===== config.mk =====
export PLATFORM = sky130hd
export DESIGN_NAME = dmabd_engine
export DESIGN_NICKNAME = d
export VERILOG_FILES = /design/src/hw/dmabd_fifo.v /design/src/hw/dmabd_engine.v
export VERILOG_INCLUDE_DIRS = /design/src /design/src/hw
export SDC_FILE = /design/constraint.sdc
export NUM_CORES = 1
export LEC_CHECK = 0
export ABC_AREA = 1
export BUFFER_PORTS_ARGS = -buffer_cell sky130_fd_sc_hd__buf_2
export CORE_MARGIN = 3
export CORE_UTILIZATION = 35
export CTS_CLUSTER_SIZE = 25
export DETAILED_ROUTE_END_ITERATION = 16
export GPL_TIMING_DRIVEN = 0
export PLACE_DENSITY_LB_ADDON = 0.15
export REMOVE_ABC_BUFFERS = 1
export SYNTH_ARGS = -nofsm -noshare
export SYNTH_HDL_FRONTEND = slang
export SYNTH_SLANG_ARGS = --single-unit

===== constraint.sdc =====
create_clock -name i_clk -period 8.1 [get_ports i_clk]
set_clock_uncertainty 0.1 [all_clocks]
set_input_delay 0.81 -clock i_clk [delete_from_list [all_inputs] [get_ports i_clk]]
set_output_delay 0.81 -clock i_clk [all_outputs]
set_load 0.02 [all_outputs]

===== src/hw/dmabd_map.vh =====
// Constants for the DMA burst and direction engine.
`ifndef DMABD_MAP_VH
`define DMABD_MAP_VH
`define DMABD_DIR_FIXED    2'h0
`define DMABD_DIR_FORWARD  2'h1
`define DMABD_DIR_BACKWARD 2'h2
`define DMABD_SRC_EXT_PIN  4'h1
`define DMABD_ADDR_W       24
`define DMABD_CNT_W        16
`define DMABD_DATA_W       16
`define DMABD_FIFO_DEPTH   8
`define DMABD_FIFO_AW      3
`define DMABD_ST_IDLE      3'h0
`define DMABD_ST_XFER      3'h1
`define DMABD_ST_SAMPLE    3'h2
`define DMABD_ST_YIELD     3'h3
`define DMABD_ST_PAUSE     3'h4
`define DMABD_ST_RELEASE   3'h5
`endif


===== src/hw/dmabd_fifo.v =====
// Parameterised valid/ready FIFO for the engine's data path.
`timescale 1ns/1ps
module dmabd_fifo #(
    parameter WIDTH = 16,
    parameter DEPTH = 8,
    parameter AW    = 3
) (
    input  wire             i_clk,
    input  wire             i_reset_n,
    input  wire [WIDTH-1:0] i_wr_data,
    input  wire             i_wr_valid,
    output wire             o_wr_ready,
    output wire [WIDTH-1:0] o_rd_data,
    output wire             o_rd_valid,
    input  wire             i_rd_ready
);
    reg [WIDTH-1:0] mem [0:DEPTH-1];
    reg [AW:0]      wp_q;
    reg [AW:0]      rp_q;
    wire            full  = (wp_q[AW] != rp_q[AW]) && (wp_q[AW-1:0] == rp_q[AW-1:0]);
    wire            empty = (wp_q == rp_q);
    assign o_wr_ready = ~full;
    assign o_rd_valid = ~empty;
    assign o_rd_data  = mem[rp_q[AW-1:0]];
    always @(posedge i_clk) begin
        if (i_wr_valid && !full) begin
            mem[wp_q[AW-1:0]] <= i_wr_data;
        end
    end
    always @(posedge i_clk or negedge i_reset_n) begin
        if (!i_reset_n) begin
            wp_q <= {(AW+1){1'b0}};
            rp_q <= {(AW+1){1'b0}};
        end else begin
            if (i_wr_valid && !full) begin
                wp_q <= wp_q + 1'b1;
            end
            if (i_rd_ready && !empty) begin
                rp_q <= rp_q + 1'b1;
            end
        end
    end
endmodule // dmabd_fifo


===== src/hw/dmabd_engine.v =====
// Burst-mode DMA channel engine with memory address stepping.
`timescale 1ns/1ps
`include "dmabd_map.vh"
// What this block does and what software must do
// Memory address direction selectable as fixed, forward or backward per transfer.
// Forward adds unit size, backward subtracts it, fixed holds the address.
// Software avoids 16-bit bus, 16-bit unit, fixed/forward, odd start.
// Software avoids 16-bit bus, 16-bit unit, backward, even start.
// Software avoids 16-bit DRAM-area backward transfers with odd start.
// Software avoids 16-bit units on an 8-bit external bus.
// Mode bit 0 selects burst; sense bit picks edge (0) or level (1).
// Edge burst accepts any request source of the channel.
// Accepted edge burst moves the whole block without releasing the bus.
// All DMA requests are ignored while a burst is in progress.
// After each unit but the last, refresh or hold requests are granted directly.
// Block end releases the bus; next request sampled after CPU return.
// Software sets request source to external pin in level mode.
// Level mode request flag follows the pin: set when low, clear high.
// Level burst starts when pin is low and the channel is enabled.
// Pin rising mid-burst finishes the current unit then releases the bus.
// Pin falling again resumes at the next address.
// Started level burst accepts no other request until it ends.
// Edge request flag clears only at block end or forced stop.
// Interrupts stay unaccepted during an edge burst until it ends.
module dmabd_engine (
    input  wire        i_clk,
    input  wire        i_reset_n,
    input  wire        i_enable,
    input  wire        i_mode_select,
    input  wire        i_sense_select,
    input  wire [1:0]  i_mem_dir,
    input  wire        i_unit_16,
    input  wire [3:0]  i_req_source_sel,
    input  wire [23:0] i_mem_start,
    input  wire [15:0] i_unit_count,
    input  wire        i_edge_req,
    input  wire        i_ext_transfer_request_pin_n,
    input  wire        i_other_req,
    input  wire        i_refresh_req,
    input  wire        i_hold_req,
    input  wire        i_unit_done,
    input  wire [15:0] i_rd_data,
    input  wire        i_sink_ready,
    output reg         o_bus_own,
    output reg         o_unit_go,
    output reg  [23:0] o_mem_addr,
    output reg         o_grant_other,
    output reg         o_grant_refresh,
    output reg         o_grant_hold,
    output reg         o_req_flag,
    output reg         o_irq_block,
    output reg         o_block_done,
    output reg  [15:0] o_remaining,
    output reg  [15:0] o_wr_data,
    output reg         o_wr_valid
);
    // ************************************************************
    // Decode and state
    // ************************************************************
    reg  [2:0]  state_q;
    reg  [23:0] addr_q;
    reg  [15:0] cnt_q;
    reg         cpu_seen_q;
    reg         ext_low_q;
    reg         level_run_q;
    wire        burst_mode = ~i_mode_select;
    wire        level_mode = burst_mode & i_sense_select;
    wire        edge_mode  = burst_mode & ~i_sense_select;
    wire        pin_low    = ~i_ext_transfer_request_pin_n;
    wire        ext_src_ok = (i_req_source_sel == `DMABD_SRC_EXT_PIN);
    wire        busy       = (state_q != `DMABD_ST_IDLE);
    wire [23:0] step       = i_unit_16 ? 24'h000002 : 24'h000001;
    reg  [23:0] next_addr;
    wire        fifo_wr_ready;
    wire [15:0] fifo_rd_data;
    wire        fifo_rd_valid;
    wire        fifo_rd_ready = ~o_wr_valid | i_sink_ready;

    always @* begin
        case (i_mem_dir)
            `DMABD_DIR_FORWARD:  next_addr = addr_q + step;
            `DMABD_DIR_BACKWARD: next_addr = addr_q - step;
            default:             next_addr = addr_q;
        endcase
    end

    dmabd_fifo #(
        .WIDTH (`DMABD_DATA_W),
        .DEPTH (`DMABD_FIFO_DEPTH),
        .AW    (`DMABD_FIFO_AW)
    ) u_fifo (
        .i_clk      (i_clk),
        .i_reset_n  (i_reset_n),
        .i_wr_data  (i_rd_data),
        .i_wr_valid (i_unit_done && state_q == `DMABD_ST_XFER),
        .o_wr_ready (fifo_wr_ready),
        .o_rd_data  (fifo_rd_data),
        .o_rd_valid (fifo_rd_valid),
        .i_rd_ready (fifo_rd_ready)
    );

    // ************************************************************
    // Sequencer
    // ************************************************************
    always @(posedge i_clk or negedge i_reset_n) begin
        if (!i_reset_n) begin
            state_q         <= `DMABD_ST_IDLE;
            addr_q          <= 24'h000000;
            cnt_q           <= 16'h0000;
            cpu_seen_q      <= 1'b1;
            ext_low_q       <= 1'b0;
            level_run_q     <= 1'b0;
            o_bus_own       <= 1'b0;
            o_unit_go       <= 1'b0;
            o_mem_addr      <= 24'h000000;
            o_grant_other   <= 1'b0;
            o_grant_refresh <= 1'b0;
            o_grant_hold    <= 1'b0;
            o_req_flag      <= 1'b0;
            o_irq_block     <= 1'b0;
            o_block_done    <= 1'b0;
            o_remaining     <= 16'h0000;
            o_wr_data       <= 16'h0000;
            o_wr_valid      <= 1'b0;
        end else begin
            o_unit_go       <= 1'b0;
            o_block_done    <= 1'b0;
            o_grant_refresh <= 1'b0;
            o_grant_hold    <= 1'b0;
            o_grant_other   <= 1'b0;
            ext_low_q       <= pin_low;
            if (fifo_rd_ready) begin
                o_wr_valid <= fifo_rd_valid;
                o_wr_data  <= fifo_rd_data;
            end
            if (level_mode) begin
                o_req_flag <= pin_low;
            end
            case (state_q)
                `DMABD_ST_IDLE: begin
                    o_bus_own   <= 1'b0;
                    o_irq_block <= 1'b0;
                    cpu_seen_q  <= 1'b1;
                    if (edge_mode && i_edge_req) begin
                        o_req_flag <= 1'b1;
                    end
                    if (!i_enable || !burst_mode || i_unit_count == 16'h0000) begin
                        o_grant_other <= i_other_req;
                    end else if (cpu_seen_q && edge_mode && (i_edge_req || o_req_flag)) begin
                        state_q     <= `DMABD_ST_XFER;
                        o_bus_own   <= 1'b1;
                        o_irq_block <= 1'b1;
                        o_unit_go   <= 1'b1;
                        addr_q      <= i_mem_start;
                        o_mem_addr  <= i_mem_start;
                        cnt_q       <= i_unit_count;
                        o_remaining <= i_unit_count;
                    end else if (cpu_seen_q && level_mode && ext_src_ok && pin_low) begin
                        state_q     <= `DMABD_ST_XFER;
                        level_run_q <= 1'b1;
                        o_bus_own   <= 1'b1;
                        o_unit_go   <= 1'b1;
                        addr_q      <= i_mem_start;
                        o_mem_addr  <= i_mem_start;
                        cnt_q       <= i_unit_count;
                        o_remaining <= i_unit_count;
                    end else begin
                        o_grant_other <= i_other_req;
                    end
                end
                `DMABD_ST_XFER: begin
                    if (!i_enable) begin
                        state_q <= `DMABD_ST_RELEASE;
                    end else if (i_unit_done && fifo_wr_ready) begin
                        addr_q      <= next_addr;
                        o_mem_addr  <= next_addr;
                        cnt_q       <= cnt_q - 16'h0001;
                        o_remaining <= cnt_q - 16'h0001;
                        state_q     <= `DMABD_ST_SAMPLE;
                    end
                end
                `DMABD_ST_SAMPLE: begin
                    if (cnt_q == 16'h0000) begin
                        state_q <= `DMABD_ST_RELEASE;
                    end else if (i_refresh_req || i_hold_req) begin
                        o_grant_refresh <= i_refresh_req;
                        o_grant_hold    <= i_hold_req & ~i_refresh_req;
                        state_q         <= `DMABD_ST_YIELD;
                    end else if (level_run_q && !ext_low_q) begin
                        o_bus_own <= 1'b0;
                        state_q   <= `DMABD_ST_PAUSE;
                    end else begin
                        o_unit_go <= 1'b1;
                        state_q   <= `DMABD_ST_XFER;
                    end
                end
                `DMABD_ST_YIELD: begin
                    if (!i_refresh_req && !i_hold_req) begin
                        state_q <= `DMABD_ST_SAMPLE;
                    end
                end
                `DMABD_ST_PAUSE: begin
                    if (!i_enable) begin
                        state_q <= `DMABD_ST_RELEASE;
                    end else if (pin_low) begin
                        o_bus_own <= 1'b1;
                        o_unit_go <= 1'b1;
                        state_q   <= `DMABD_ST_XFER;
                    end
                end
                `DMABD_ST_RELEASE: begin
                    o_bus_own    <= 1'b0;
                    o_irq_block  <= 1'b0;
                    o_block_done <= (cnt_q == 16'h0000);
                    level_run_q  <= 1'b0;
                    cpu_seen_q   <= 1'b0;
                    if (edge_mode) begin
                        o_req_flag <= 1'b0;
                    end
                    state_q <= `DMABD_ST_IDLE;
                end
                default: begin
                    state_q <= `DMABD_ST_IDLE;
                end
            endcase
            if (busy && state_q != `DMABD_ST_RELEASE) begin
                cpu_seen_q <= 1'b0;
            end
        end
    end
endmodule // dmabd_engine


# --- Word-level counts from Yosys, hierarchy flattened ---
# Memory sizes are Yosys's and may differ from the RTL's. A register that Yosys moved wholly into a read port is not among the register bits.
# Index checks and enable logic that the tools add are counted.
op_classes:
  n_addsub: 5
  eq_ne: 27
  n_mux: 67
  n_bitwise: 11
  reduce_logical: 38
op_table:
  columns: ["operator", "n"]
  rows:
  - ["24-bit 2-to-1 mux", 5]
  - ["24-bit case mux with 2 select lines", 2]
  - ["16-bit 2-to-1 mux", 5]
  - ["1-bit 2-to-1 mux", 35]
  - ["3-bit 2-to-1 mux", 11]
  - ["16-bit logical NOT", 2]
  - ["16-bit case mux with 2 select lines", 1]
  - ["24-bit by 2-bit adder with 24-bit output", 1]
  - ["24-bit by 2-bit subtractor with 24-bit output", 1]
  - ["2-bit != test, second input constant", 10]
  - ["16-bit by 1-bit subtractor with 16-bit output, second input constant", 1]
  - ["3-bit case mux with 5 select lines", 1]
  - ["1-bit logical AND", 14]
  - ["6-bit AND reduction", 2]
  - ["5-bit AND reduction", 2]
  - ["3-bit != test, second input constant", 3]
  - ["4-bit by 1-bit adder with 4-bit output, second input constant", 2]
  - ["1-bit case mux with 2 select lines", 4]
  - ["1-bit logical NOT", 7]
  - ["1-bit inverter", 7]
  - ["3-bit by 2-bit equality test with 1-bit output, second input constant", 2]
  - ["3-bit equality test, second input constant", 2]
  - ["3-bit nonzero test", 2]
  - ["5-bit by 3-bit != test with 1-bit output, second input constant", 1]
  - ["other kinds (19)", 25]
word_totals:
  register_bits: 63
  mem_bits_rw: 128
  input_bits: 75
  output_inout_bits: 65
  mem_count: 1
mem_list:
  columns: ["memory", "depth", "word_bits", "read_ports", "rd_ports_with_merged_regs", "wr", "line", "text"]
  rows:
  - ["u_fifo.mem", 8, 16, 1, 1, 1, "dmabd_fifo.v:17", "reg [WIDTH-1:0] mem [0:DEPTH-1];"]

# --- Depth between registers and ports, before layout ---
logic_depth:
  depth_word: 9
  depth_mapped: 20
  mapped_depth_nobuf: 18

# --- Modules after synthesis ---
# Synthesis repeated with hierarchy kept, for this count alone.
hier_totals:
  hier_cells: 1252
  area_unflattened_um2: 11026.8
by_module_without_submodules:
  columns: ["mod", "n_inst", "cells_each", "area_each_um2", "seq_area_each_um2"]
  rows:
  - ["dmabd_engine", 1, 806, 5531.6, 1778.0]
  - ["dmabd_fifo", 1, 446, 5495.3, 4043.9]

# --- Least setup slack after synthesis ---
# OpenSTA, ideal clock, no wires.
synth_path:
  kind: "input port to flip-flop"
  start: "in i_mem_dir[1]"
  end: "reg addr_q[17]"
  arrival_ns: 2.638
  required_time_ns: 7.883
  slack_ns: 5.245
  cell_stages: 20
  n_path_buf: 3
  path_cell_list: "buf_4 nand2_4 buf_4 buf_2 nor2_1 ha_1 nand2_1 nand2_1 nand2_1 nand2_1 nand2_1 nand2_1 nand3_1 nand2_1 nand2_1 nand2_1 nand2_1 nand3_1 nand2_1 nand2_1"
synth_via:
  elab_chain_cells: 5
synth_lines:
  columns: ["item", "line", "text"]
  rows:
  - ["start: declaration", "dmabd_engine.v:31", "input wire [1:0] i_mem_dir,"]
  - ["2-bit equality test or 2-bit by 1-bit equality test with 1-bit output (tied branches)", "dmabd_engine.v:80", "case (i_mem_dir)"]
  - ["24-bit case mux with 2 select lines", "dmabd_engine.v:80", null]
  - ["24-bit 2-to-1 mux", "dmabd_engine.v:174", "end else if (i_unit_done && fifo_wr_ready) begin"]
  - ["24-bit 2-to-1 mux", "dmabd_engine.v:172", "if (!i_enable) begin"]
  - ["24-bit case mux with 2 select lines", "dmabd_engine.v:139", "case (state_q)"]
  - ["end signal: assignment", "dmabd_engine.v:154", "addr_q <= i_mem_start;"]
  - ["end signal: assignment", "dmabd_engine.v:163", "addr_q <= i_mem_start;"]
  - ["end signal: assignment", "dmabd_engine.v:175", "addr_q <= next_addr;"]
  - ["end: declaration", "dmabd_engine.v:61", "reg [23:0] addr_q;"]
# Parallel ways exist; a longest one is shown, timed or not. The select of a mux whose other input is x is not followed.
# A chain may end at the register's enable or synchronous reset.

# --- Worst setup path after layout ---
layout_path:
  start: "reg u_fifo.rp_q[1]"
  end: "reg addr_q[8]"
layout_via:
  elab_chain_cells: 6
layout_lines:
  columns: ["item", "line", "text"]
  rows:
  - ["start: declaration", "dmabd_fifo.v:19", "reg [AW:0] rp_q;"]
  - ["start signal: assignment", "dmabd_fifo.v:33", "rp_q <= {(AW+1){1'b0}};"]
  - ["start signal: assignment", "dmabd_fifo.v:39", "rp_q <= rp_q + 1'b1;"]
  - ["3-bit equality test *", "dmabd_fifo.v:20", "wire full = (wp_q[AW] != rp_q[AW]) && (wp_q[AW-1:0] == rp_q[AW-1:0]);"]
  - ["1-bit logical AND *", "dmabd_fifo.v:20", null]
  - ["1-bit inverter *", "dmabd_fifo.v:22", "assign o_wr_ready = ~full;"]
  - ["1-bit logical AND *", "dmabd_engine.v:174", null]
  - ["5-bit by 3-bit != test with 1-bit output (no source line) or 2-bit by 1-bit != test with 1-bit output (tied branches)", null, null]
  - ["6-bit AND reduction (no source line) *", null, null]
# Mark *: on every way between the ends. The rest lies on a longest branch, timed or not.

==> results.sh <==
export IMPL_htree_levels=1
export IMPL_grt_pass1_wl_mm=46.71
export IMPL_synth_area_top_cells="edfxtp_1 (36%), dfrtp_1 (18%), nand2_1 (11%)"
export IMPL_dr_pass1_iters=6
export IMPL_hold_class="input pin to async pin"
export IMPL_grt_setup_unrepaired="no"
export IMPL_seq_area_um2=5823
export IMPL_p_leak_nw=5.501
export IMPL_via_count=8759
export IMPL_crit_fanout=35
export IMPL_synth_top_area_cell="edfxtp_1"
export IMPL_switching_share_pct=43.29
export IMPL_drive_gt1_share_pct=18.21
export IMPL_status="finished clean"
export IMPL_core_rowCount=63
export IMPL_place_congestion=0.8376
export IMPL_drt_total_wl_mm=28.97
export IMPL_synthSimpleGateAreaFrac_pct=24.07
export IMPL_seq_area_frac_synth_pct=54.77
export IMPL_setup_viol=0
export IMPL_power_total_mw=4.553
export IMPL_initial_core_util_pct=35.67
export IMPL_cts_tree="yes"
export IMPL_max_freq_mhz=248.8
export IMPL_synth_top_cell_area_share_pct=36.16
export IMPL_synth_cell_types=48
export IMPL_multiInputGateArea_um2=4146
export IMPL_cts_root_buffer="clkbuf_16"
export IMPL_grt_use_total_pct=17.58
export IMPL_slew_violations=0
export IMPL_worst_pin_slew_ns=1.314
export IMPL_syn2layout_area_growth_pct=18.39
export IMPL_synth_compound_area_share_pct=11.76
export IMPL_numPortBuffers=139
export IMPL_comb_power_share_pct=41.3
export IMPL_power_switching_mw=1.971
export IMPL_via_per_inst=5.028
export IMPL_antenna_found_initial=2
export IMPL_die_height_um=180.3
export IMPL_yosys_warnings=0
export IMPL_hold_buffers=0
export IMPL_synth_area_per_cell_um2=8.806
export IMPL_cp_arrival_ns=4.33
export IMPL_cap_violations=0
export IMPL_cts_sinks=207
export IMPL_grt_pass1_vias=8467
export IMPL_die_w_um=180.3
export IMPL_num_fill_cells=2992
export IMPL_clk_pin_slew_worst_paths_ns=0.06
export IMPL_grt_remaining_overflow=0
export IMPL_drt_iter0_markers=553
export IMPL_layout_nets=1415
export IMPL_clk_latency_ns=0.53
export IMPL_synth_mux_area_share_pct=0
export IMPL_synth_area_um2=10630
export IMPL_internal_power_mw=2.582
export IMPL_pwr_share_clk_pct=23.8
export IMPL_synth_ff_type="edfxtp_1"
export IMPL_dieArea_um2=32500
export IMPL_slew_headroom_pct=12.38
export IMPL_finalHoldViolations=0
export IMPL_synth_fa_ha_area_share_pct=0.8946
export IMPL_p_per_area_nw_per_um2=361.8
export IMPL_avgRoutedWirePerCell_um=16.63
export IMPL_ys_ff_latch=207
export IMPL_dp_hpwl_mm=19.28
export IMPL_placed_cell_area_um2=11780
export IMPL_p_seq_share_pct=34.9
export IMPL_setup_tns_ns=0
export IMPL_fin_crit_ns=4.019
export IMPL_numCtsBuffers=24
export IMPL_cp_start_kind="flop"
export IMPL_placeableCoreArea_um2=29800
export IMPL_synthTopCellsByCount="nand2_1 (305), nor2_1 (150), edfxtp_1 (128)"
export IMPL_min_period_over_period_pct=49.62
export IMPL_grt_max_degree=50
export IMPL_required_ns=8.41
export IMPL_postCtsSetupBuffers=0
export IMPL_synth_top_family_by_area="simple AND/OR/NAND/NOR gates"
export IMPL_drc=0
export IMPL_synth_edf_count=128
export IMPL_crit_type="flop to flop"
export IMPL_syn_inst=1207
export IMPL_cts_resized=0
export IMPL_ctsLongestPathBuffers=3
export IMPL_async_flop_share_pct=38.16
export IMPL_ant_nets=0
export IMPL_yosysMostFrequentCell="nand2_1"
export IMPL_endpoint_kind="flop"
export IMPL_post_synth_xor_area_fraction_pct=2.048
export IMPL_vdd_ir_drop_max_mv=0.1594
export IMPL_stdcell_area_um2=12580
export IMPL_ios=140
==> worst max-delay path: stages, from the launching register on <==
cell	delay [ns]
dfrtp_1	1.22
inv_2	0.64
nand2_1	0.18
nand4_1	0.14
nor2_1	0.11
nand2_1	0.09
nand2_2	0.09
inv_2	0.04
nor2_1	0.16
nor2_1	0.08
nand2_2	0.49
inv_2	0.33
o211ai_1	0.17
nand2_1	0.07
==> cell type report <==
cell class | count | share of cell area, %
Antenna cell | 1 | 0.01989
Clock buffer | 24 | 4.773
Clock inverter | 20 | 1.571
Inverter | 111 | 3.351
Multi-Input combinational cell | 839 | 32.95
Sequential cell | 207 | 46.28
Tap cell | 390 | 3.878
Timing Repair Buffer | 150 | 7.179
==> flip-flops by register name, indices dropped and copies added, names as in the netlist <==
| signal | cells |
|---|---|
| o_grant_refresh | 1 |
| o_bus_own | 1 |
| cnt_q | 16 |
| u_fifo.wp_q | 4 |
| o_grant_hold | 1 |
| addr_q | 24 |
| cpu_seen_q | 1 |
| o_req_flag | 1 |
| o_unit_go | 1 |
| state_q | 3 |
| u_fifo.rp_q | 4 |
| o_grant_other | 1 |
| level_run_q | 1 |
| o_wr_data | 16 |
| o_block_done | 1 |
| u_fifo.mem | 128 |
| o_irq_block | 1 |
| ext_low_q | 1 |
| o_wr_valid | 1 |
==> layer usage <==
layer | share of wire, % | track usage (%)
met5 | 0.031 | 0
met4 | 1.8 | 3.869
met3 | 5.5 | 2.927
met2 | 45 | 27.29
met1 | 48 | 25.98
==> worst paths after layout <==
| kind | start | endpoint | slack [ns] | cells after the start |
|---|---|---|---|---|
| worst max-delay path | u_fifo.rp_q[1] | addr_q[8] | 4.08 | 13 |
| worst min-delay path | i_reset_n | addr_q[21] | 0.17 | 1 |
| worst max register to register | u_fifo.rp_q[1] | addr_q[8] | 4.08 | 13 |
| worst min register to register | o_bus_own | o_bus_own | 0.39 | 2 |
| max in group asynchronous | i_reset_n | cpu_seen_q | 7.03 | 2 |
| min in group i_clk | o_bus_own | o_bus_own | 0.39 | 2 |
==> layout by cell type (no fill, tap or decap), types with 10 or more instances in the layout <==
cell,count
a41oi_1,16
nand2_1,305
clkbuf_16,24
o21ai_0,89
dfrtp_1,77
xor2_1,20
nor2_2,17
nand4_1,11
nor3_1,10
nor2_1,144
o21ai_1,14
o221ai_1,25
nand3_1,89
edfxtp_1,128
buf_2,138
a21oi_1,24
inv_1,99
==> power by group through the flow <==
| stage | Sequential (mW) | Combinational (mW) | Clock [mW] |
|---|---|---|---|
| final | 1.59 | 1.88 | 1.08 |
| after floorplan | 1.73 | 1.11 | 0 |
| after detailed placement | 1.61 | 1.89 | 0 |
| after global routing | 1.63 | 2.13 | 1.17 |
| after CTS | 1.59 | 1.90 | 1.12 |
| after global placement | 1.63 | 1.81 | 0 |
==> stage by stage <==
stage | hold slack (ns) | util (%) | setup WS, ns | instances
after floorplan | 0.3604 | - | 3.783 | 1157
after global placement | 0.3596 | 38.76 | 1.171 | 1686
after detailed placement | 0.3652 | 39.54 | 4.034 | 1697
after CTS | 0.1745 | 42.22 | 4.026 | 1741
after global routing | 0.1934 | 42.23 | 3.648 | 1742
final | 0.1727 | 42.23 | 4.081 | 1742
==> cell families after synthesis <==
kind of cell | count (synthesis)
buf+inv | 161
fa+ha+maj | 7
simple gates | 606
compound gates | 202
xor+xnor | 24
flops | 207
(Power assumes the default switching activity.)
